$ cat config.mk
export PLATFORM = sky130hd
export DESIGN_NAME = sxm_master
export DESIGN_NICKNAME = d
export VERILOG_FILES = /design/src/design/sxm_pkg.sv /design/src/design/sxm_master.sv
export SDC_FILE = /design/constraint.sdc
export NUM_CORES = 1
export LEC_CHECK = 0
export ABC_CLOCK_PERIOD_IN_PS = 12200
export BUFFER_PORTS_ARGS = -buffer_cell sky130_fd_sc_hd__buf_2
export CORE_UTILIZATION = 45
export DETAILED_ROUTE_END_ITERATION = 8
export GPL_TIMING_DRIVEN = 0
export REMOVE_ABC_BUFFERS = 1
export SLEW_MARGIN = 10
export SYNTH_ARGS = -nofsm -noshare
export SYNTH_HDL_FRONTEND = slang
export SYNTH_SLANG_ARGS = --single-unit
export TNS_END_PERCENT = 10
$ cat constraint.sdc
create_clock -name i_core_clk -period 12.2 [get_ports i_core_clk]
set_input_delay 1.22 -clock i_core_clk [delete_from_list [all_inputs] [get_ports i_core_clk]]
set_output_delay 1.22 -clock i_core_clk [all_outputs]
set_load 0.005 [all_outputs]
$ cat src/design/sxm_pkg.sv
`default_nettype none
package sxm_pkg;
   // frame characters
   localparam logic [7:0]  SOF_BYTE      = 8'h1B;  // start of every frame
   localparam logic [7:0]  CMD_BYTE      = 8'h58;  // request command byte
   localparam logic [7:0]  BUF_BYTE      = 8'h54;  // data buffer message type
   localparam logic [7:0]  EOB_BYTE      = 8'h17;  // end of block, opens trailer
   localparam logic [7:0]  BCAST_ID      = 8'hFF;  // broadcast station identifier byte
   localparam logic [7:0]  ZERO_BYTE     = 8'h00;  // unused bytes
   localparam logic [7:0]  WR_CODE       = 8'h02;  // write request code
   localparam logic [7:0]  RD_CODE       = 8'h01;  // read request code
   localparam logic [7:0]  ATT_CODE      = 8'h00;  // attach request code
   localparam logic [7:0]  SEG_BIT_OUT   = 8'h48;  // output table, bit mode
   localparam logic [7:0]  SEG_WORD_REG  = 8'h08;  // register table, word mode
   // byte positions, counted from 1
   localparam logic [16:0] POS_SOF       = 17'h00001;
   localparam logic [16:0] POS_CMD       = 17'h00002;
   localparam logic [16:0] POS_ID_LO     = 17'h00003;
   localparam logic [16:0] POS_ID_HI     = 17'h0000A;
   localparam logic [16:0] POS_CODE      = 17'h0000B;
   localparam logic [16:0] POS_SEG       = 17'h0000C;
   localparam logic [16:0] POS_OFS_LO    = 17'h0000D;
   localparam logic [16:0] POS_OFS_HI    = 17'h0000E;
   localparam logic [16:0] POS_LEN_LO    = 17'h0000F;
   localparam logic [16:0] POS_LEN_HI    = 17'h00010;
   localparam logic [16:0] POS_DAT_LO    = 17'h00011;
   localparam logic [16:0] POS_DAT_HI    = 17'h00012;
   localparam logic [16:0] POS_EOB       = 17'h00013;
   localparam logic [16:0] POS_NXT_TYPE  = 17'h00014;
   localparam logic [16:0] POS_NXT_LO    = 17'h00015;
   localparam logic [16:0] POS_NXT_HI    = 17'h00016;
   localparam logic [16:0] REQ_LEN       = 17'h00018;  // request frame is 24 bytes
   localparam logic [16:0] BUF_OVERHEAD  = 17'h00008;  // sof, type, eob, 4 zeros, check
   localparam logic [16:0] BUF_DAT_FIRST = 17'h00003;
   localparam logic [15:0] SHORT_MAX     = 16'h0002;   // largest write without buffer
   // timing
   localparam int          CLK_MHZ       = 10;
   localparam int          RESP_TMO_US   = 1000;
   localparam int          BCAST_DLY_US  = 400;
   localparam int          RESP_TMO_CYC  = RESP_TMO_US * CLK_MHZ;
   localparam logic [15:0] BCAST_DLY_CYC = 16'(BCAST_DLY_US * CLK_MHZ);
   localparam int          FIFO_DEPTH    = 16;
   localparam int          FIFO_WIDTH    = 8;
   // user commands
   typedef enum logic [1:0] {SXM_OP_ATTACH = 2'h0, SXM_OP_READ = 2'h1,
                             SXM_OP_WRITE = 2'h2} sxm_op_t;
   // received reply kinds
   typedef enum logic [1:0] {SXM_RX_ATT = 2'h0, SXM_RX_INTER = 2'h1,
                             SXM_RX_FINAL = 2'h2} sxm_rx_t;
   // frame kinds
   typedef enum logic [1:0] {SXM_FR_ATT = 2'h0, SXM_FR_REQ = 2'h1,
                             SXM_FR_BUF = 2'h2} sxm_fr_t;
   // session states, gray along idle-attach-open-inter-final
   typedef enum logic [2:0] {SXM_IDLE = 3'h0, SXM_WAIT_ATT = 3'h1, SXM_OPEN = 3'h3,
                             SXM_WAIT_INT = 3'h2, SXM_WAIT_FIN = 3'h6} sxm_st_t;
endpackage
`default_nettype wire

$ cat src/design/sxm_master.sv
`default_nettype none
////////////////////////////////////////////////////////////////////////////////
// write data fifo: stalls the buffer frame when empty, back-pressures the user
module sxm_fifo #(
   parameter int W = 8,
   parameter int D = 16
) (
   input  wire logic         i_core_clk,
   input  wire logic         i_resetn,
   input  wire logic [W-1:0] i_in_data,
   input  wire logic         i_in_valid,
   output logic              o_in_ready,
   output logic [W-1:0]      o_out_data,
   output logic              o_out_valid,
   input  wire logic         i_out_ready
);
   localparam int AW = $clog2(D);
   typedef struct packed {
      logic [D-1:0][W-1:0] mem;   // storage
      logic [AW-1:0]       wp;    // write index
      logic [AW-1:0]       rp;    // read index
      logic [AW:0]         cnt;   // fill level
      logic                rdy;   // registered so the ready port is a flop
   } sxm_fifo_s_t;
   sxm_fifo_s_t s_q, s_d;
   logic push, pop;
   // push and pop bookkeeping
   always_comb begin
      s_d  = s_q;
      push = i_in_valid && s_q.rdy;
      pop  = i_out_ready && (s_q.cnt != '0);
      if (push) begin
         s_d.mem[s_q.wp] = i_in_data;
         s_d.wp          = AW'(s_q.wp + 1'b1);
      end
      if (pop) begin
         s_d.rp = AW'(s_q.rp + 1'b1);
      end
      s_d.cnt  = (AW+1)'(s_q.cnt + {{AW{1'b0}}, push} - {{AW{1'b0}}, pop});
      s_d.rdy  = (s_d.cnt != (AW+1)'(D));  // room left after this edge
      if (!i_resetn) begin
         s_d = '0;
      end
   end
   // state register
   always_ff @(posedge i_core_clk) begin
      s_q <= s_d;
   end
   assign o_in_ready  = s_q.rdy;
   assign o_out_valid = (s_q.cnt != '0);
   assign o_out_data  = s_q.mem[s_q.rp];
endmodule
////////////////////////////////////////////////////////////////////////////////
// session master: builds frames and walks the five-state session machine
module sxm_master
   import sxm_pkg::*;
#(
   parameter logic [15:0] RESP_CYC = 16'(RESP_TMO_CYC)  // response timeout, cycles
) (
   input  wire logic        i_core_clk,
   input  wire logic        i_resetn,
   input  wire logic        i_cmd_valid,     // one-cycle user command
   input  wire sxm_pkg::sxm_op_t i_cmd_op,
   input  wire logic        i_cmd_bcast,
   input  wire logic [63:0] i_station_identifier,
   input  wire logic        i_cmd_word_mode, // 1: register words, 0: output bits
   input  wire logic [15:0] i_cmd_offset,
   input  wire logic [15:0] i_cmd_length,
   input  wire logic [15:0] i_cmd_nbytes,    // write data byte count
   input  wire logic [15:0] i_cmd_short_data,
   input  wire logic [7:0]  i_wr_data,
   input  wire logic        i_wr_valid,
   output logic             o_wr_ready,
   output logic [7:0]       o_tx_data,
   output logic             o_tx_valid,
   input  wire logic        i_tx_ready,
   input  wire logic        i_rx_valid,      // one-cycle received reply
   input  wire sxm_pkg::sxm_rx_t i_rx_kind,
   input  wire logic        i_rx_check_ok,
   input  wire logic        i_rx_fatal,
   input  wire logic        i_rx_error,
   output logic             o_cmd_done,
   output logic             o_cmd_error,
   output logic             o_abort,
   output sxm_pkg::sxm_st_t o_state
);
   import sxm_pkg::*;
   typedef struct packed {
      sxm_st_t     st;      // session state
      logic        tx_act;  // frame being sent
      sxm_fr_t     fr;      // kind of frame
      logic [16:0] pos;     // byte position of o_tx_data
      logic [7:0]  chk;     // running check over accepted bytes
      logic [7:0]  dat;     // byte on the line
      logic        vld;     // byte valid
      logic        tmr_run; // a wait timer runs
      logic        tmr_bc;  // it is the broadcast delay
      logic [15:0] tmr;     // cycles left
      sxm_op_t     op;      // latched command
      logic        bc;
      logic        wm;
      logic [15:0] ofs, len, nb, sd;
      logic        done, err, abrt;
   } sxm_s_t;
   sxm_s_t s_q, s_d;
   logic [7:0] f_data;
   logic       f_valid, f_pop, acc, last, expired, rx_good;
   logic [16:0] flen, np;
   logic [7:0]  chk_n, b;
   // check byte step; the code accumulates every byte ahead of the check byte
   function automatic logic [7:0] chk_step(input logic [7:0] c, input logic [7:0] d);
      return {c[6:0], c[7]} ^ d;
   endfunction
   // a write longer than one word needs a data buffer frame
   function automatic logic needs_buf(input sxm_op_t op, input logic [15:0] nb);
      return (op == SXM_OP_WRITE) && (nb > SHORT_MAX);
   endfunction
   sxm_fifo #(.W(FIFO_WIDTH), .D(FIFO_DEPTH)) u_fifo (
      .i_core_clk (i_core_clk),
      .i_resetn   (i_resetn),
      .i_in_data  (i_wr_data),
      .i_in_valid (i_wr_valid),
      .o_in_ready (o_wr_ready),
      .o_out_data (f_data),
      .o_out_valid(f_valid),
      .i_out_ready(f_pop)
   );
   ////////////////////////////////////////////////////////////////////////////
   // frame builder, session machine and timers
   always_comb begin
      s_d       = s_q;
      s_d.done  = 1'b0;
      s_d.err   = 1'b0;
      s_d.abrt  = 1'b0;
      f_pop     = 1'b0;
      b         = ZERO_BYTE;
      flen      = (s_q.fr == SXM_FR_BUF) ? 17'(s_q.nb + BUF_OVERHEAD) : REQ_LEN;
      acc       = s_q.vld && i_tx_ready;
      last      = acc && (s_q.pos == flen);
      chk_n     = acc ? chk_step(s_q.chk, s_q.dat) : s_q.chk;
      np        = acc ? 17'(s_q.pos + 1'b1) : s_q.pos;
      expired   = s_q.tmr_run && (s_q.tmr == 16'h0000);
      rx_good   = i_rx_check_ok && !i_rx_fatal;
      s_d.chk   = chk_n;
      // byte at the next position
      if (np == flen) begin
         b = chk_n;
      end else if (np == POS_SOF) begin
         b = SOF_BYTE;
      end else if (s_q.fr == SXM_FR_BUF) begin
         if (np == POS_CMD) begin
            b = BUF_BYTE;
         end else if (np < 17'(s_q.nb + BUF_DAT_FIRST)) begin
            b = f_data;
         end else if (np == 17'(s_q.nb + BUF_DAT_FIRST)) begin
            b = EOB_BYTE;
         end
      end else begin
         case (np)
            POS_CMD:      b = CMD_BYTE;
            POS_CODE:     b = (s_q.fr == SXM_FR_ATT) ? ATT_CODE :
                              (s_q.op == SXM_OP_WRITE) ? WR_CODE : RD_CODE;
            POS_SEG:      b = s_q.wm ? SEG_WORD_REG : SEG_BIT_OUT;
            POS_OFS_LO:   b = s_q.ofs[7:0];
            POS_OFS_HI:   b = s_q.ofs[15:8];
            POS_LEN_LO:   b = s_q.len[7:0];
            POS_LEN_HI:   b = s_q.len[15:8];
            POS_DAT_LO:   b = needs_buf(s_q.op, s_q.nb) ? ZERO_BYTE : s_q.sd[7:0];
            POS_DAT_HI:   b = needs_buf(s_q.op, s_q.nb) ? ZERO_BYTE : s_q.sd[15:8];
            POS_EOB:      b = EOB_BYTE;
            POS_NXT_TYPE: b = needs_buf(s_q.op, s_q.nb) ? BUF_BYTE : ZERO_BYTE;
            POS_NXT_LO:   b = needs_buf(s_q.op, s_q.nb) ?
                              8'(s_q.nb + BUF_OVERHEAD) : ZERO_BYTE;
            POS_NXT_HI:   b = needs_buf(s_q.op, s_q.nb) ?
                              8'((s_q.nb + BUF_OVERHEAD) >> 8) : ZERO_BYTE;
            default: begin
               if (np >= POS_ID_LO && np <= POS_ID_HI) begin
                  b = s_q.bc ? BCAST_ID :
                      8'(i_station_identifier >> {np[2:0] - 3'h3, 3'h0});
               end
            end
         endcase
      end
      // byte transmitter; a buffer data byte waits for the fifo
      if (last) begin
         s_d.tx_act  = 1'b0;
         s_d.vld     = 1'b0;
         s_d.tmr_run = 1'b1;
         s_d.tmr_bc  = s_q.bc;
         s_d.tmr     = s_q.bc ? 16'(BCAST_DLY_CYC - 1'b1) : 16'(RESP_CYC - 1'b1);
      end else if (s_q.tx_act && (!s_q.vld || acc)) begin
         s_d.pos = np;
         s_d.dat = b;
         if (s_q.fr == SXM_FR_BUF && np >= BUF_DAT_FIRST &&
             np < 17'(s_q.nb + BUF_DAT_FIRST)) begin
            s_d.vld = f_valid;
            f_pop   = f_valid;
         end else begin
            s_d.vld = 1'b1;
         end
      end
      if (s_q.tmr_run && !expired) begin
         s_d.tmr = 16'(s_q.tmr - 1'b1);
      end
      // session events; anything outside the table aborts
      if (i_cmd_valid) begin
         s_d.op  = i_cmd_op;
         s_d.bc  = i_cmd_bcast;
         s_d.wm  = i_cmd_word_mode;
         s_d.ofs = i_cmd_offset;
         s_d.len = i_cmd_length;
         s_d.nb  = i_cmd_nbytes;
         s_d.sd  = i_cmd_short_data;
         s_d.pos = POS_SOF;
         s_d.chk = 8'h00;
         s_d.vld = 1'b0;
         s_d.tx_act  = 1'b1;
         s_d.tmr_run = 1'b0;
         if (s_q.st == SXM_IDLE && i_cmd_op == SXM_OP_ATTACH) begin
            s_d.fr = SXM_FR_ATT;
            s_d.st = SXM_WAIT_ATT;
         end else if (s_q.st == SXM_OPEN && !s_q.tx_act && i_cmd_op != SXM_OP_ATTACH) begin
            s_d.fr = SXM_FR_REQ;
            s_d.st = needs_buf(i_cmd_op, i_cmd_nbytes) ? SXM_WAIT_INT : SXM_WAIT_FIN;
         end else begin
            s_d.st     = SXM_IDLE;
            s_d.tx_act = 1'b0;
            s_d.abrt   = 1'b1;
         end
      end else if (i_rx_valid) begin
         s_d.tmr_run = 1'b0;
         case (s_q.st)
            SXM_WAIT_ATT: begin
               s_d.st = (i_rx_kind == SXM_RX_ATT && rx_good) ? SXM_OPEN : SXM_IDLE;
            end
            SXM_WAIT_INT: begin
               if (i_rx_kind == SXM_RX_INTER && rx_good) begin
                  s_d.fr     = SXM_FR_BUF;
                  s_d.pos    = POS_SOF;
                  s_d.chk    = 8'h00;
                  s_d.vld    = 1'b0;
                  s_d.tx_act = 1'b1;
                  s_d.st     = SXM_WAIT_FIN;
               end else begin
                  s_d.st = (i_rx_kind == SXM_RX_FINAL && rx_good) ? SXM_OPEN : SXM_IDLE;
               end
            end
            SXM_WAIT_FIN: begin
               s_d.st = (i_rx_kind == SXM_RX_FINAL && rx_good) ? SXM_OPEN : SXM_IDLE;
            end
            default: s_d.st = SXM_IDLE;
         endcase
         // a reply to a broadcast, or during sending, is out of the table
         if (s_q.bc || s_q.tx_act) begin
            s_d.st = SXM_IDLE;
         end
         s_d.done = (s_d.st == SXM_OPEN);
         s_d.err  = (s_d.st == SXM_OPEN) && i_rx_error;
         s_d.abrt = (s_d.st == SXM_IDLE);
         if (s_d.st == SXM_IDLE) begin
            s_d.tx_act = 1'b0;
            s_d.vld    = 1'b0;
         end
      end else if (expired) begin
         s_d.tmr_run = 1'b0;
         if (!s_q.tmr_bc) begin
            s_d.st   = SXM_IDLE;
            s_d.abrt = 1'b1;
         end else if (s_q.st == SXM_WAIT_INT) begin
            s_d.fr     = SXM_FR_BUF;
            s_d.pos    = POS_SOF;
            s_d.chk    = 8'h00;
            s_d.tx_act = 1'b1;
            s_d.st     = SXM_WAIT_FIN;
         end else begin
            s_d.st   = SXM_OPEN;
            s_d.done = 1'b1;
         end
      end
      if (!i_resetn) begin
         s_d    = '0;
         s_d.st = SXM_IDLE;
      end
   end
   // state register
   always_ff @(posedge i_core_clk) begin
      s_q <= s_d;
   end
   assign o_tx_data   = s_q.dat;
   assign o_tx_valid  = s_q.vld;
   assign o_cmd_done  = s_q.done;
   assign o_cmd_error = s_q.err;
   assign o_abort     = s_q.abrt;
   assign o_state     = s_q.st;
endmodule
`default_nettype wire

# Word-level counts from Yosys, hierarchy flattened
# Cells that the tools add are included.
# word_totals
register_bits	271
out_inout_bits	16
# classes
muxes	75
magnitude_cmp	8
n_addsub	9
eq_ne	30
n_shift	1
n_bitwise	4
n_reduce_logical	44
# op_table
operator	count
$bwmux W128	1
$eq A17 B5 Y1 const B	7
$mux W28	4
$mux W8	14
$pmux W8 S13	1
$mux W31	3
$eq A17 B4 Y1 const B	5
$mux W17	4
$shr A64 B6 Y8	1
$eq A17 B17 Y1	3
$bmux W8 S4	1
$demux W8 S4	1
$gt A16 B2 Y1 const B	2
$mux W16	2
$mux W3	9
$mux W1	24
$logic_and A1 B1 Y1	21
$add A16 B2 Y17 const B	1
$add A16 B4 Y17 const B	1
$add A17 B1 Y17 const B	1
$eq A17 B1 Y1 const B	1
$eq A17 B2 Y1 const B	1
$ge A17 B2 Y1 const B	1
$le A17 B4 Y1 const B	1
36 further kinds	61

# Logic depth before layout (Yosys ltp)
# Gate-level depths: netlist of run 1.
# depth
word_depth	13
depth_mapped	26

# Hierarchy
# A second synthesis of run 1 with hierarchy kept.
# hier_totals
hier_cells	1964
area_unflattened_um2	16987.5
# modules_own_cells
module	seq_area_each_um2	instances	cells_per_inst	area_each_um2
sxm_master	2582.5	1	1237	10095.9
sxm_fifo	2842.7	1	727	6891.6

# Worst setup path before layout of run 1
# OpenSTA, ideal clock, no wires.
# synth_path
path_type	input to register
startpoint	input i_tx_ready
endpoint	register u_fifo.s_q (netlist bit u_fifo.o_in_ready)
setup_ns	0.070
stages	26
required_time_ns	12.130
arrival_time_ns	6.038
setup_slack_ns	6.092
cell_sequence	clkbuf_1 > and3_1 > clkbuf_1 > a21oi_1 > nor2_1 > clkbuf_1 > inv_1 > ha_1 > o21a_1 > nor2_1 > a21oi_1 > maj3_1 > a221o_1 > a311oi_2 > and4b_1 > buf_2 > ha_1 > inv_1 > ha_1 > fa_1 > a21oi_1 > nor2_1 > nor2_1 > xnor2_1 > nor2_1 > a21oi_1
# synth_between
elab_chain_len	11
# synth_rtl
item	line	source
from (decl)	sxm_master.sv:76	input wire logic i_tx_ready,
$logic_and A1 B1 Y1 *	sxm_master.sv:138	acc = s_q.vld && i_tx_ready;
$mux W17	sxm_master.sv:141	np = acc ? 17'(s_q.pos + 1'b1) : s_q.pos;
$ge A17 B2 Y1	sxm_master.sv:194	if (s_q.fr == SXM_FR_BUF && np >= BUF_DAT_FIRST &&
$logic_and A1 B1 Y1 (2 in a row)	sxm_master.sv:194	
$mux W1	sxm_master.sv:194	
$mux W1	sxm_master.sv:191	end else if (s_q.tx_act && (!s_q.vld || acc)) begin
$mux W1 *	sxm_master.sv:185	if (last) begin
$logic_and A1 B1 Y1 *	sxm_master.sv:31	pop = i_out_ready && (s_q.cnt != '0);
via u_fifo.pop	sxm_master.sv:26	logic push, pop;
$sub A5 B1 Y5 *	sxm_master.sv:39	s_d.cnt = (AW+1)'(s_q.cnt + {{AW{1'b0}}, push} - {{AW{1'b0}}, pop});
$ne A5 B5 Y1 *	sxm_master.sv:40	s_d.rdy = (s_d.cnt != (AW+1)'(D));
to (signal assigned)	sxm_master.sv:47	s_q <= s_d;
to (decl)	sxm_master.sv:25	sxm_fifo_s_t s_q, s_d;
# The timed path passes the listed nets; every way through them passes the cells marked *.
# A chain may end at the register's enable or synchronous reset.

# Worst setup path after layout of run 1
# layout_path
startpoint	register s_q[106] (netlist bit)
endpoint	register u_fifo.s_q (netlist bit u_fifo.o_in_ready)
# layout_between
elab_chain_len	11
# layout_rtl
item	line	source
from (decl)	sxm_master.sv:105	sxm_s_t s_q, s_d;
from (signal assigned)	sxm_master.sv:287	s_q <= s_d;
$add A17 B1 Y17	sxm_master.sv:141	
$mux W17	sxm_master.sv:141	
$ge A17 B2 Y1	sxm_master.sv:194	
$logic_and A1 B1 Y1 (2 in a row)	sxm_master.sv:194	
$mux W1	sxm_master.sv:194	
$mux W1	sxm_master.sv:191	
$mux W1 *	sxm_master.sv:185	
$logic_and A1 B1 Y1 *	sxm_master.sv:31	
$sub A5 B1 Y5 *	sxm_master.sv:39	
$ne A5 B5 Y1 *	sxm_master.sv:40	
# Mark *: on every way between the ends. The rest lies on a longest branch, timed or not.

==> impl_results.md, run 1 <==
* Status: completed
* Number of library cell types mapped by synthesis at 91
* HP Class: reg -> reg
* Worst Path Max Fanout at 14
* Setup bufs post-CTS at 0
* Unrepaired setup endpoints after global routing: false
* Max-cap violations at 0
* WP data required at 12.69 ns
* First-pass GRT wire length at 73.40 mm
* Leakage at 0.006831 µW
* Gp weighted congestion at 0.9549
* Core Region at 34710 µm²
* Most common cell in the netlist: nor2_1
* Slew @ Worst Pin at 1.126 ns
* Hold path startpoint: u_fifo.s_q[108]
* Reg2reg start: s_q[106]
* Crit path DAT at 7.47 ns
* DR vias at 13979
* Power Dens Cells at 118.5 nW/µm²
* Min Hold Slack at 0.4887 ns
* Post-synth EDFFs at 0
* DR WL/cell at 19.92 µm
* Max-slew violations at 0
* Minimum clock period at 6.983 ns
* Largest net degree at the start of global routing at 125
* Clock Tree Root: clkbuf_16
* Worst-path clk slew at 0.06 ns
* Synth warnings at 0
* Starting density of the core at 45.93%
* Critical path origin: s_q[106]
* Chip Width at 190.2 µm
* Initial antenna violation count at 0
* CTS resizes at 0
* Via density per instance at 5.936
* Synth async-reset ratio at 0%
* Synth Register Bits at 271
* Peak Freq at 143.2 MHz
* Mapped Area at 15940 µm²
* Relative max-transition margin at 24.86%
* Worst Reg-to-Reg Cells at 22
* Pwr Total at 2120 µW
* Fin. Hold Viols at 0
* Register area share after synthesis at 34.03%
* Residual DRC count at 0
* TritonRoute pass-1 iters at 5
* Worst-Skew Late Latency at 0.58 ns
* Die H at 190.2 µm
* Reg2reg setup slack at 5.22 ns
* Avg Inst Size Synth at 8.794 µm²
* Synth top area cells: dfxtp_1 (34%), mux2i_1 (14%), nor2_1 (7.2%)
* Reg2reg end: u_fifo.o_in_ready
* Routed Antenna Nets at 0
* Final worst path period share at 57.24%
* Setup_tns at 0 ns
* Nature of the critical path endpoint: register
* Initial DRC Count at 1031
* Hold EP: u_fifo.s_q[108]
* # port buffers at 166
* Kind of critical path: reg -> reg
* Dpl cell area at 16890 µm²
* Final instance area at 17890 µm²
* Hpwl dp at 33.73 mm
* P&R area growth vs syn at 12.22%
* CTS Buf Count at 30
* Clock Skew at 0.01204 ns
* Total track usage at 25.60%
* Final setup violation count at 0
* Post-CTS Hold Buffers at 0
* Hold Path Depth at 2
* CTS H-tree depth at 1
* Row cnt at 68
* Crit start category: register
* Total Wirelength at 46.91 mm
* Max VDD drop at 0.0001143 V
* Sink Count at 271
* Diode count at 0
* Global route overflow at 0
* Cells after Synth at 1813
* Post-synth top flop: dfxtp_1
* Leading area contributor after synthesis: dfxtp_1
* Share of cells above drive strength 1 at 15.84%
* Final net count at 2064
* Vias in the first global route at 13104
* Synth top area share at 34.03%
* Top cells by count, synth: nor2_1 (307), dfxtp_1 (271), mux2i_1 (226)
* Total die area at 36190 µm²
* Worst-case clock buffer depth at 3
* Io pins at 167
* TritonCTS clock tree: built
layer usage:
layer	up-vias	track usage [%]	wire, µm	part of all wire [%]
li1	6675	-	-	-
met4	0	6.831	1167	2.5
met5	-	0	0	0
met3	80	4.141	3052	6.5
met2	454	40.97	21120	45
met1	6770	35.62	21570	46
per-stage QoR:
| stage | cells | utilization (%) | setup WS [ns] |
|---|---|---|---|
| after floorplan | 1675 | - | 6.249 |
| after global placement | 2296 | 48.20 | 4.672 |
| after detailed placement | 2301 | 48.66 | 4.921 |
| after CTS | 2355 | 51.49 | 5.421 |
| after global routing | 2355 | 51.54 | 4.904 |
| final | 2355 | 51.54 | 5.217 |
sequential cells by signal (all words and copies together), names as in the netlist:
signal / flops
u_fifo.s_q: 141
s_q: 114
o_tx_data: 8
o_state: 3
o_abort: 1
o_cmd_done: 1
o_cmd_error: 1
o_tx_valid: 1
u_fifo.o_in_ready: 1
logic make-up (layout without fill, tap and decap cells):
group,Yosys count,after routing,synth area share (%)
XOR/XNOR,87,87,5.172
buffers and inverters,186,273,4.960
flip-flops,271,271,34.03
AND/OR/NAND/NOR,657,657,19.93
adder cells (fa/ha/maj),38,38,2.982
AO/OA/AOI/OAI,303,303,13.23
multiplexers,271,271,19.70
final cells by class:
cell class	count	area, µm²
Timing Repair Buffer	171	948.4
Sequential cell	271	5429
Fill cell	3311	16820
Tap cell	455	569.3
Multi-Input combinational cell	1356	9772
Clock inverter	7	70.07
Clock buffer	47	914.6
Inverter	48	187.7
layout by cell type (no fill, tap or decap), types with 22 or more instances in the layout:
| cell | Yosys | routed |
|---|---|---|
| nor3_1 | 24 | 24 |
| xnor2_1 | 50 | 49 |
| nor2_1 | 307 | 307 |
| and2_1 | 22 | 22 |
| xor2_1 | 32 | 32 |
| clkbuf_16 | 0 | 30 |
| mux2i_1 | 226 | 226 |
| o21ai_0 | 54 | 54 |
| nor4_1 | 23 | 22 |
| buf_2 | 14 | 166 |
| ha_1 | 34 | 34 |
| nand4_1 | 29 | 29 |
| nand2_1 | 83 | 83 |
| nand3_1 | 44 | 44 |
| inv_1 | 48 | 47 |
| mux4_2 | 33 | 33 |
| dfxtp_1 | 271 | 270 |
| a21oi_1 | 62 | 62 |
worst max-delay path by stage:
| stage | to | cells past startpoint |
|---|---|---|
| final | u_fifo.o_in_ready | 22 |
| after detailed placement | u_fifo.o_in_ready | 22 |
| after global routing | u_fifo.o_in_ready | 22 |
| after global placement | u_fifo.o_in_ready | 23 |
| after CTS | u_fifo.o_in_ready | 22 |
| after floorplan | u_fifo.o_in_ready | 22 |
report_power, final:
part / internal [µW] / total (µW) / switching [µW]
registers: 916 / 948 / 32.4
logic: 124 / 282 / 158
clock network: 514 / 889 / 375
critical path, stage by stage, from the launching register on:
cell	delay (ns)
dfxtp_1	0.61
ha_1	0.34
and3_1	0.36
a21oi_1	0.13
nor2_1	0.69
inv_1	0.31
ha_1	0.32
a2111oi_0	0.37
a21oi_1	0.15
maj3_1	0.37
a221o_1	0.36
a311oi_2	0.77
and4b_1	0.52
ha_1	0.19
inv_1	0.04
ha_1	0.20
fa_1	0.41
a21oi_1	0.17
nor2_1	0.06
nor2_1	0.11
xnor2_1	0.15
nor2_1	0.08
a21oi_1	0.16
No activity file was read; power rests on OpenSTA's default activity.
==> run 2, diff against run 1 <==
Settings changed: ABC_AREA from default to 1, ABC_CLOCK_PERIOD_IN_PS 12200 to 7300.
Clock period 12.2 ns to 7.3 ns, I/O delays scaled along.
==> impl_results.md, run 2 <==
* Largest reg by FF count: u_fifo.s_q
* Placed Cells at 2989 (+30%)
* Top cells by count, synth: nor2_1 (528), nand2_1 (368), o21ai_0 (294)
* Synth top area cells: dfxtp_1 (34%), nor2_1 (12%), o21ai_0 (9.1%)
* Most common cell in the netlist: nor2_1
* Row cnt at 68 (unchanged)
* Worst-path clk slew at 0.07 ns (about the same)
* Gp weighted congestion at 0.9581 (+0.34%)
* P&R area growth vs syn at 12.46%
* Crit path DAT at 6.69 ns (-0.78 ns)
* Worst path top cell family by delay: simple AND/OR/NAND/NOR gates
* Crit start category: register
* Initial DRC Count at 1474 (+43%)
* Mapped Area at 16090 µm² (+0.93%)
* Leading area contributor after synthesis: dfxtp_1
* Comb power frac at 16.3% (+3.0 points)
* Share of power burned in registers at 41.8% (-2.9 points)
* Unrepaired setup endpoints after global routing: false
* Register area share after synthesis at 33.72% (-0.31 points)
* Critical path's largest stage delay at 1.09 ns (+0.32 ns)
* Post-CTS Hold Buffers at 0 (unchanged)
* Sw Ratio at 30.24% (+3.5 points)
* Synth Register Bits at 271 (unchanged)
* Setup_tns at 0 ns (unchanged)
* WP buf/inv at 4 (+2)
* Critical path origin: o_tx_valid
* Worst path slowest cell: clkinv_1
* Synth warnings at 0 (unchanged)
* Max VDD drop at 0.0001945 V (+70%)
* Leakage at 0.007922 µW (+16%)
* Nature of the critical path endpoint: register
* Worst-case clock buffer depth at 3 (unchanged)
* Share of cells above drive strength 1 at 12.00% (-3.8 points)
* Psw at 1156 µW (+100%)
* CTS H-tree depth at 1 (unchanged)
* Post-synth top flop: dfxtp_1
* TritonCTS clock tree: built
* Max-cap violations at 0 (unchanged)
* Final setup violation count at 0 (unchanged)
* Reg2reg setup slack at 1.07 ns (-4.15 ns)
* Number of library cell types mapped by synthesis at 58 (-36%)
* Vias in the first global route at 15586 (+19%)
* Routed Antenna Nets at 0 (unchanged)
* Minimum clock period at 6.229 ns (-0.7545 ns)
* Core Util, Final at 51.88% (+0.34 points)
* Crit path top cell by count: nand2_2
* Avg Inst Size Synth at 6.488 µm² (-26%)
* Clock Skew at 0.01555 ns (+0.003510 ns)
* Core Region at 34880 µm² (+0.49%)
* CP endpoint: u_fifo.o_in_ready
* Clock Tree Root: clkbuf_16
* Slew @ Worst Pin at 1.084 ns (-0.04130 ns)
* Total die area at 36520 µm² (+0.92%)
* Global route overflow at 0 (unchanged)
* Setup bufs post-CTS at 0 (unchanged)
* HP Class: in -> reg
* Worst-Skew Late Latency at 0.60 ns (+0.02 ns)
* Worst path depth at 24 (+9.1%)
* Sink Count at 271 (unchanged)
* Total track usage at 29.25% (+3.6 points)
* Via density per instance at 5.575 (-6.1%)
* Chip Width at 191.1 µm (+0.46%)
* Fill cells at 3624 (+9.5%)
* Final worst path period share at 85.33% (+28 points)
* Hold Path Depth at 3 (+1)
* Crit-path cells: nand2_2, clkinv_4, nand2_1, nand2_2, clkinv_1, ha_1, nand3_1, inv_1, nand3_1, nand2_2, nand2_2, nor2_4, nand2_2, nor2_4, ha_1, inv_1, ha_1, fa_1, a21oi_1, nor2_1, nor2_1, xor2_1, nor4_1, a21oi_1
* Worst Reg-to-Reg Cells at 24 (+9.1%)
* Kind of critical path: reg -> reg
* Total Wirelength at 54.29 mm (+16%)
* Register area at 5429 µm² (unchanged)
* Starting density of the core at 46.13% (+0.20 points)
* Worst Path Max Fanout at 37 (+23)
* Most frequent cells in the layout: nor2_1 (528), nand2_1 (367), o21ai_0 (294)
* Synth top area share at 33.72% (-0.31 points)
* Synth async-reset ratio at 0% (unchanged)
* DR vias at 16981 (+21%)
* WP data required at 7.76 ns (-4.93 ns)
* Cells after Synth at 2480 (+37%)
* Final net count at 2753 (+33%)
* Max-slew violations at 0 (unchanged)
* Peak Freq at 160.5 MHz (+12%)
* Area of the multi-input gates at 9354 µm² (-4.3%)
* Flip-flop count of the largest register after layout at 141 (unchanged)
* Largest net degree at the start of global routing at 112 (-10%)
* CTS Buf Count at 31 (+3.3%)
* Hpwl dp at 39.09 mm (+16%)
* TritonRoute pass-1 iters at 6 (+1)
* Post-synth EDFFs at 0 (unchanged)
* Reg2reg end: u_fifo.o_in_ready
* Die H at 191.1 µm (+0.46%)
* Leading cell type in the layout, fill and taps excluded: nor2_1
* Diode count at 0 (unchanged)
* Status: completed
* Post-Layout Cell Count at 3046 (+29%)
* Residual DRC count at 0 (unchanged)
* DR WL/cell at 17.82 µm (-11%)
* Min Hold Slack at 0.3501 ns (-0.1385 ns)
* Initial antenna violation count at 0 (unchanged)
* Int Power at 2666 µW (+72%)
* Reg2reg start: o_tx_valid
* Power Dens Cells at 211.2 nW/µm² (+78%)
* Clock network power share at 42.0% (about the same)
* First-pass GRT wire length at 84.64 mm (+15%)
* CTS resizes at 0 (unchanged)
* # port buffers at 166 (unchanged)
* Fin. Hold Viols at 0 (unchanged)
* Pwr Total at 3822 µW (+80%)
* Relative max-transition margin at 27.27% (+2.4 points)
* Io pins at 167 (unchanged)
-- run 2: cell families (layout without fill, tap and decap cells) --
family / count (synthesis) / count (layout) / share of synthesized area (%)
AOI/OAI and AO/OA: 521 / 521 / 17.46
and+or+nand+nor: 1273 / 1273 / 34.70
adders and majority gates: 35 / 35 / 2.768
xor gates and xnor gates: 49 / 49 / 2.667
muxes: 8 / 8 / 0.4977
DFF: 271 / 271 / 33.72
buffers and inverters: 323 / 434 / 8.196
-- run 2: cell type report --
class                   count  share of cell area, %
flip-flops and latches    271                  30.00
clock buffers              38                  4.764
multi-input cells        1886                  51.69
clock inverters            19                  1.009
repair buffers            169                  5.040
well taps                 455                  3.146
inverters                 208                  4.349
-- run 2: per-stage QoR --
| step | instance area (µm²) | setup WS [ns] |
|---|---|---|
| 2_1_floorplan | 15560 | 2.066 |
| 3_3_place_gp | 16960 | 0.2818 |
| 3_5_place_dp | 17040 | 0.2509 |
| 4_1_cts | 18090 | 0.5286 |
| 5_1_grt | 18100 | 0.6883 |
| 6_report | 18100 | 1.071 |
-- run 2: how the worst min path moves through the flow --
stage,start,end,slack [ns]
after floorplan,u_fifo.s_q[43],u_fifo.s_q[43],0.42
after global placement,u_fifo.s_q[44],u_fifo.s_q[44],0.43
after detailed placement,u_fifo.s_q[44],u_fifo.s_q[44],0.44
after CTS,i_cmd_length[1],s_q[36],0.34
after global routing,i_cmd_length[9],s_q[44],0.35
final,i_cmd_length[1],s_q[36],0.35
-- run 2: per-layer routing --
layer  GRT usage, %  vias to the layer above  part of all wire [%]  wire length [µm]
li1               -                     8419                     -                 -
met1          40.94                     7837                    46             24830
met2          47.17                      646                    45             24320
met3          3.874                       79                   7.1              3854
met4          7.295                        0                   2.4              1286
met5              0                        -                     0                 0
-- run 2: power by group through the flow --
| stage | clock network [µW] | logic, µW | registers [µW] |
|---|---|---|---|
| floorplan | 0 | 380 | 1610 |
| global placement | 0 | 605 | 1630 |
| detailed placement | 0 | 614 | 1630 |
| CTS | 1630 | 618 | 1600 |
| global route | 1680 | 691 | 1600 |
| finish | 1600 | 622 | 1600 |
-- run 2: worst min-delay path, cell delays in order --
cell and delay [ns]:
buf_2 0.08, nor2_1 0.03, nor2_1 0.08
==> run 3, diff against run 2 <==
Settings changed: SYNTH_HIERARCHICAL from default to 1.
==> impl_results.md, run 3 <==
* Status: finished, violations left
* Failing checks: DRC
* Minimum clock period at 6.172 ns (-0.05713 ns)
* Unrepaired setup endpoints after global routing: false
* Worst-case clock buffer depth at 3 (unchanged)
* CTS H-tree depth at 1 (unchanged)
* TritonCTS clock tree: built
* Leakage at 0.008141 µW (+2.8%)
* P&R area growth vs syn at 12.47% (about the same)
* Hpwl dp at 37.36 mm (-4.4%)
* Slew @ Worst Pin at 1.303 ns (+0.2186 ns)
* Top cells by count, synth: nor2_1 (511), nand2_1 (472), dfxtp_1 (271)
* Peak Freq at 162.0 MHz (+0.93%)
* Synth Register Bits at 271 (unchanged)
* Diode count at 0 (unchanged)
* Post-CTS Hold Buffers at 0 (unchanged)
* Pwr Total at 3933 µW (+2.9%)
* Vias in the first global route at 15500 (-0.55%)
* Critical path origin: s_q[123]
* CTS resizes at 0 (unchanged)
* Starting density of the core at 45.77% (-0.36 points)
* Gp weighted congestion at 0.9502 (-0.82%)
* Final net count at 2818 (+2.4%)
* Clock Skew at 0.01272 ns (-0.002834 ns)
* Chip Width at 192.4 µm (+0.70%)
* Reg2reg setup slack at 1.13 ns (+0.06 ns)
* Setup_tns at 0 ns (unchanged)
* Share of power burned in registers at 40.6% (-1.2 points)
* Initial DRC Count at 1310 (-11%)
* Cells after Synth at 2550 (+2.8%)
* Kind of critical path: reg -> reg
* Power Dens Cells at 214.3 nW/µm² (+1.5%)
* Hold Path Depth at 3 (unchanged)
* Number of library cell types mapped by synthesis at 54 (-6.9%)
* Placed Cells at 3061 (+2.4%)
* Nature of the critical path endpoint: register
* Row cnt at 69 (+1.5%)
* Core Region at 35660 µm² (+2.2%)
* Clock Tree Root: clkbuf_16
* Total Wirelength at 52.14 mm (-4.0%)
* TritonRoute pass-1 iters at 8 (+2)
* Largest reg by FF count: u_fifo/s_q
* Mapped Area at 16320 µm² (+1.4%)
* Reg2reg end: u_fifo/o_in_ready
* Crit start category: register
* Relative max-transition margin at 13.02% (-14 points)
* Residual DRC count at 9 (+9)
* Max-cap violations at 0 (unchanged)
* Flip-flop count of the largest register after layout at 141 (unchanged)
* Io pins at 167 (unchanged)
* Leading area contributor after synthesis: dfxtp_1
* HP Class: in -> reg
* Synth top area cells: dfxtp_1 (33%), nor2_1 (12%), nand2_1 (11%)
* Via density per instance at 5.363 (-3.8%)
* Worst-path clk slew at 0.06 ns (about the same)
* Setup bufs post-CTS at 0 (unchanged)
* Worst Path Max Fanout at 49 (+32%)
* Psw at 1110 µW (-3.9%)
* Hold EP: s_q[40]
* Post-Layout Cell Count at 3117 (+2.3%)
* Reg2reg start: s_q[123]
* Comb power frac at 15.7% (-0.6 points)
* Initial antenna violation count at 0 (unchanged)
* Register area share after synthesis at 33.24% (-0.47 points)
* Int Power at 2823 µW (+5.9%)
* Crit path DAT at 6.64 ns (-0.05 ns)
* Worst Reg-to-Reg Cells at 24 (unchanged)
* Leading cell type in the layout, fill and taps excluded: nor2_1
* Clock network power share at 43.7% (+1.7 points)
* Sw Ratio at 28.23% (-2.0 points)
* Synth warnings at 6 (+6)
* Total track usage at 28.10% (-1.1 points)
* Avg Inst Size Synth at 6.400 µm² (-1.4%)
* WP data required at 7.76 ns (about the same)
* Die H at 192.4 µm (+0.70%)
* Final worst path period share at 84.55% (-0.78 points)
* # port buffers at 166 (unchanged)
* Final setup violation count at 0 (unchanged)
* Routed Antenna Nets at 0 (unchanged)
* DR WL/cell at 16.73 µm (-6.1%)
* Worst-Skew Late Latency at 0.60 ns (about the same)
* Hold path startpoint: i_cmd_length[5]
* Share of cells above drive strength 1 at 12.88% (+0.87 points)
* Total die area at 37030 µm² (+1.4%)
* Max-slew violations at 0 (unchanged)
* Global route overflow at 0 (unchanged)
* Post-synth EDFFs at 0 (unchanged)
* Most common cell in the netlist: nor2_1
* First-pass GRT wire length at 82.50 mm (-2.5%)
* DR vias at 16716 (-1.6%)
* Most frequent cells in the layout: nor2_1 (511), nand2_1 (471), dfxtp_1 (270)
* Synth async-reset ratio at 0% (unchanged)
* Largest net degree at the start of global routing at 131 (+17%)
* Sink Count at 271 (unchanged)
* Post-synth top flop: dfxtp_1
* Synth top area share at 33.24% (-0.47 points)
* Max VDD drop at 0.0002022 V (+3.9%)
* Fin. Hold Viols at 0 (unchanged)
* CTS Buf Count at 31 (unchanged)
-- run 3: cell types whose count changed after synthesis, sizes merged, moves of 23 or more --
cell | before | now
buf | 32 | 60
clkbuf | 83 | 60
o21ai | 314 | 284
a21oi | 143 | 170
inv | 193 | 238
nand2 | 383 | 492
-- run 3: logic make-up (layout without fill, tap and decap cells) --
family,after synthesis,in the layout,share of synthesized area (%)
compound gates,506,506,16.46
xor+xnor,50,50,2.775
fa+ha+maj,34,34,2.653
buf+inv,364,470,9.446
flops,271,271,33.24
mux,2,2,0.1227
simple gates,1323,1323,35.30
-- run 3: area by class of cell --
class,instances,area (µm²)
clock buffers,43,900.9
flip-flops and latches,271,5429
multi-input cells,1915,9355
well taps,461,576.8
fillers,3712,17300
repair buffers,170,939.7
inverters,244,918.4
clock inverters,13,234.0
-- run 3: metal layers --
metal / track usage (%) / part of all wire, % / vias up / wire, µm
met5: 0 / 0 / - / 0
met4: 8.540 / 3.0 / 0 / 1560
met3: 2.855 / 4.5 / 81 / 2362
met2: 48.51 / 48 / 451 / 24950
met1: 36.73 / 45 / 7711 / 23270
li1: - / - / 8473 / -
-- run 3: worst max-delay path by stage --
stage	cells after the start	endpoint	slack (ns)
2_1_floorplan	21	u_fifo/o_in_ready	2.14
3_3_place_gp	22	u_fifo/o_in_ready	0.36
3_5_place_dp	22	u_fifo/o_in_ready	0.95
4_1_cts	24	u_fifo/o_in_ready	1.19
5_1_grt	24	u_fifo/o_in_ready	0.45
6_report	24	u_fifo/o_in_ready	1.13
-- run 3: power groups by stage --
| stage | Clock [µW] | Sequential [µW] | Combinational [µW] |
|---|---|---|---|
| after detailed placement | 0 | 1630 | 614 |
| after floorplan | 0 | 1610 | 383 |
| after global placement | 0 | 1630 | 599 |
| after global routing | 1810 | 1600 | 695 |
| final | 1720 | 1600 | 619 |
| after CTS | 1750 | 1590 | 617 |
-- run 3: critical path, cell delays in order (launching register included) --
cell,delay [ns]
dfxtp_1,0.34
inv_1,0.04
nand2_1,0.59
clkinv_1,0.74
nand2_1,0.29
xor2_1,0.23
nor3_1,0.07
nand2_1,0.15
nor3_1,0.06
nand2_1,0.06
nor2_1,0.05
nand3_2,0.19
nand3_2,0.78
nor4_1,0.52
nand2_1,0.25
inv_1,0.16
ha_1,0.24
inv_1,0.05
ha_1,0.17
fa_1,0.43
or2_2,0.31
nor2_1,0.10
nand3_1,0.08
nor2_1,0.09
nor2_1,0.05
-- run 3: metrics by stage --
stage / setup slack, ns / instance area [µm²] / util [%] / hold slack (ns)
after global placement: 0.3612 / 17100 / 47.96 / 0.4395
final: 1.128 / 18350 / 51.48 / 0.3596
after detailed placement: 0.9500 / 17220 / 48.29 / 0.4421
after floorplan: 2.139 / 15690 / - / 0.4283
after global routing: 0.4513 / 18350 / 51.48 / 0.3514
after CTS: 1.193 / 18350 / 51.48 / 0.3424
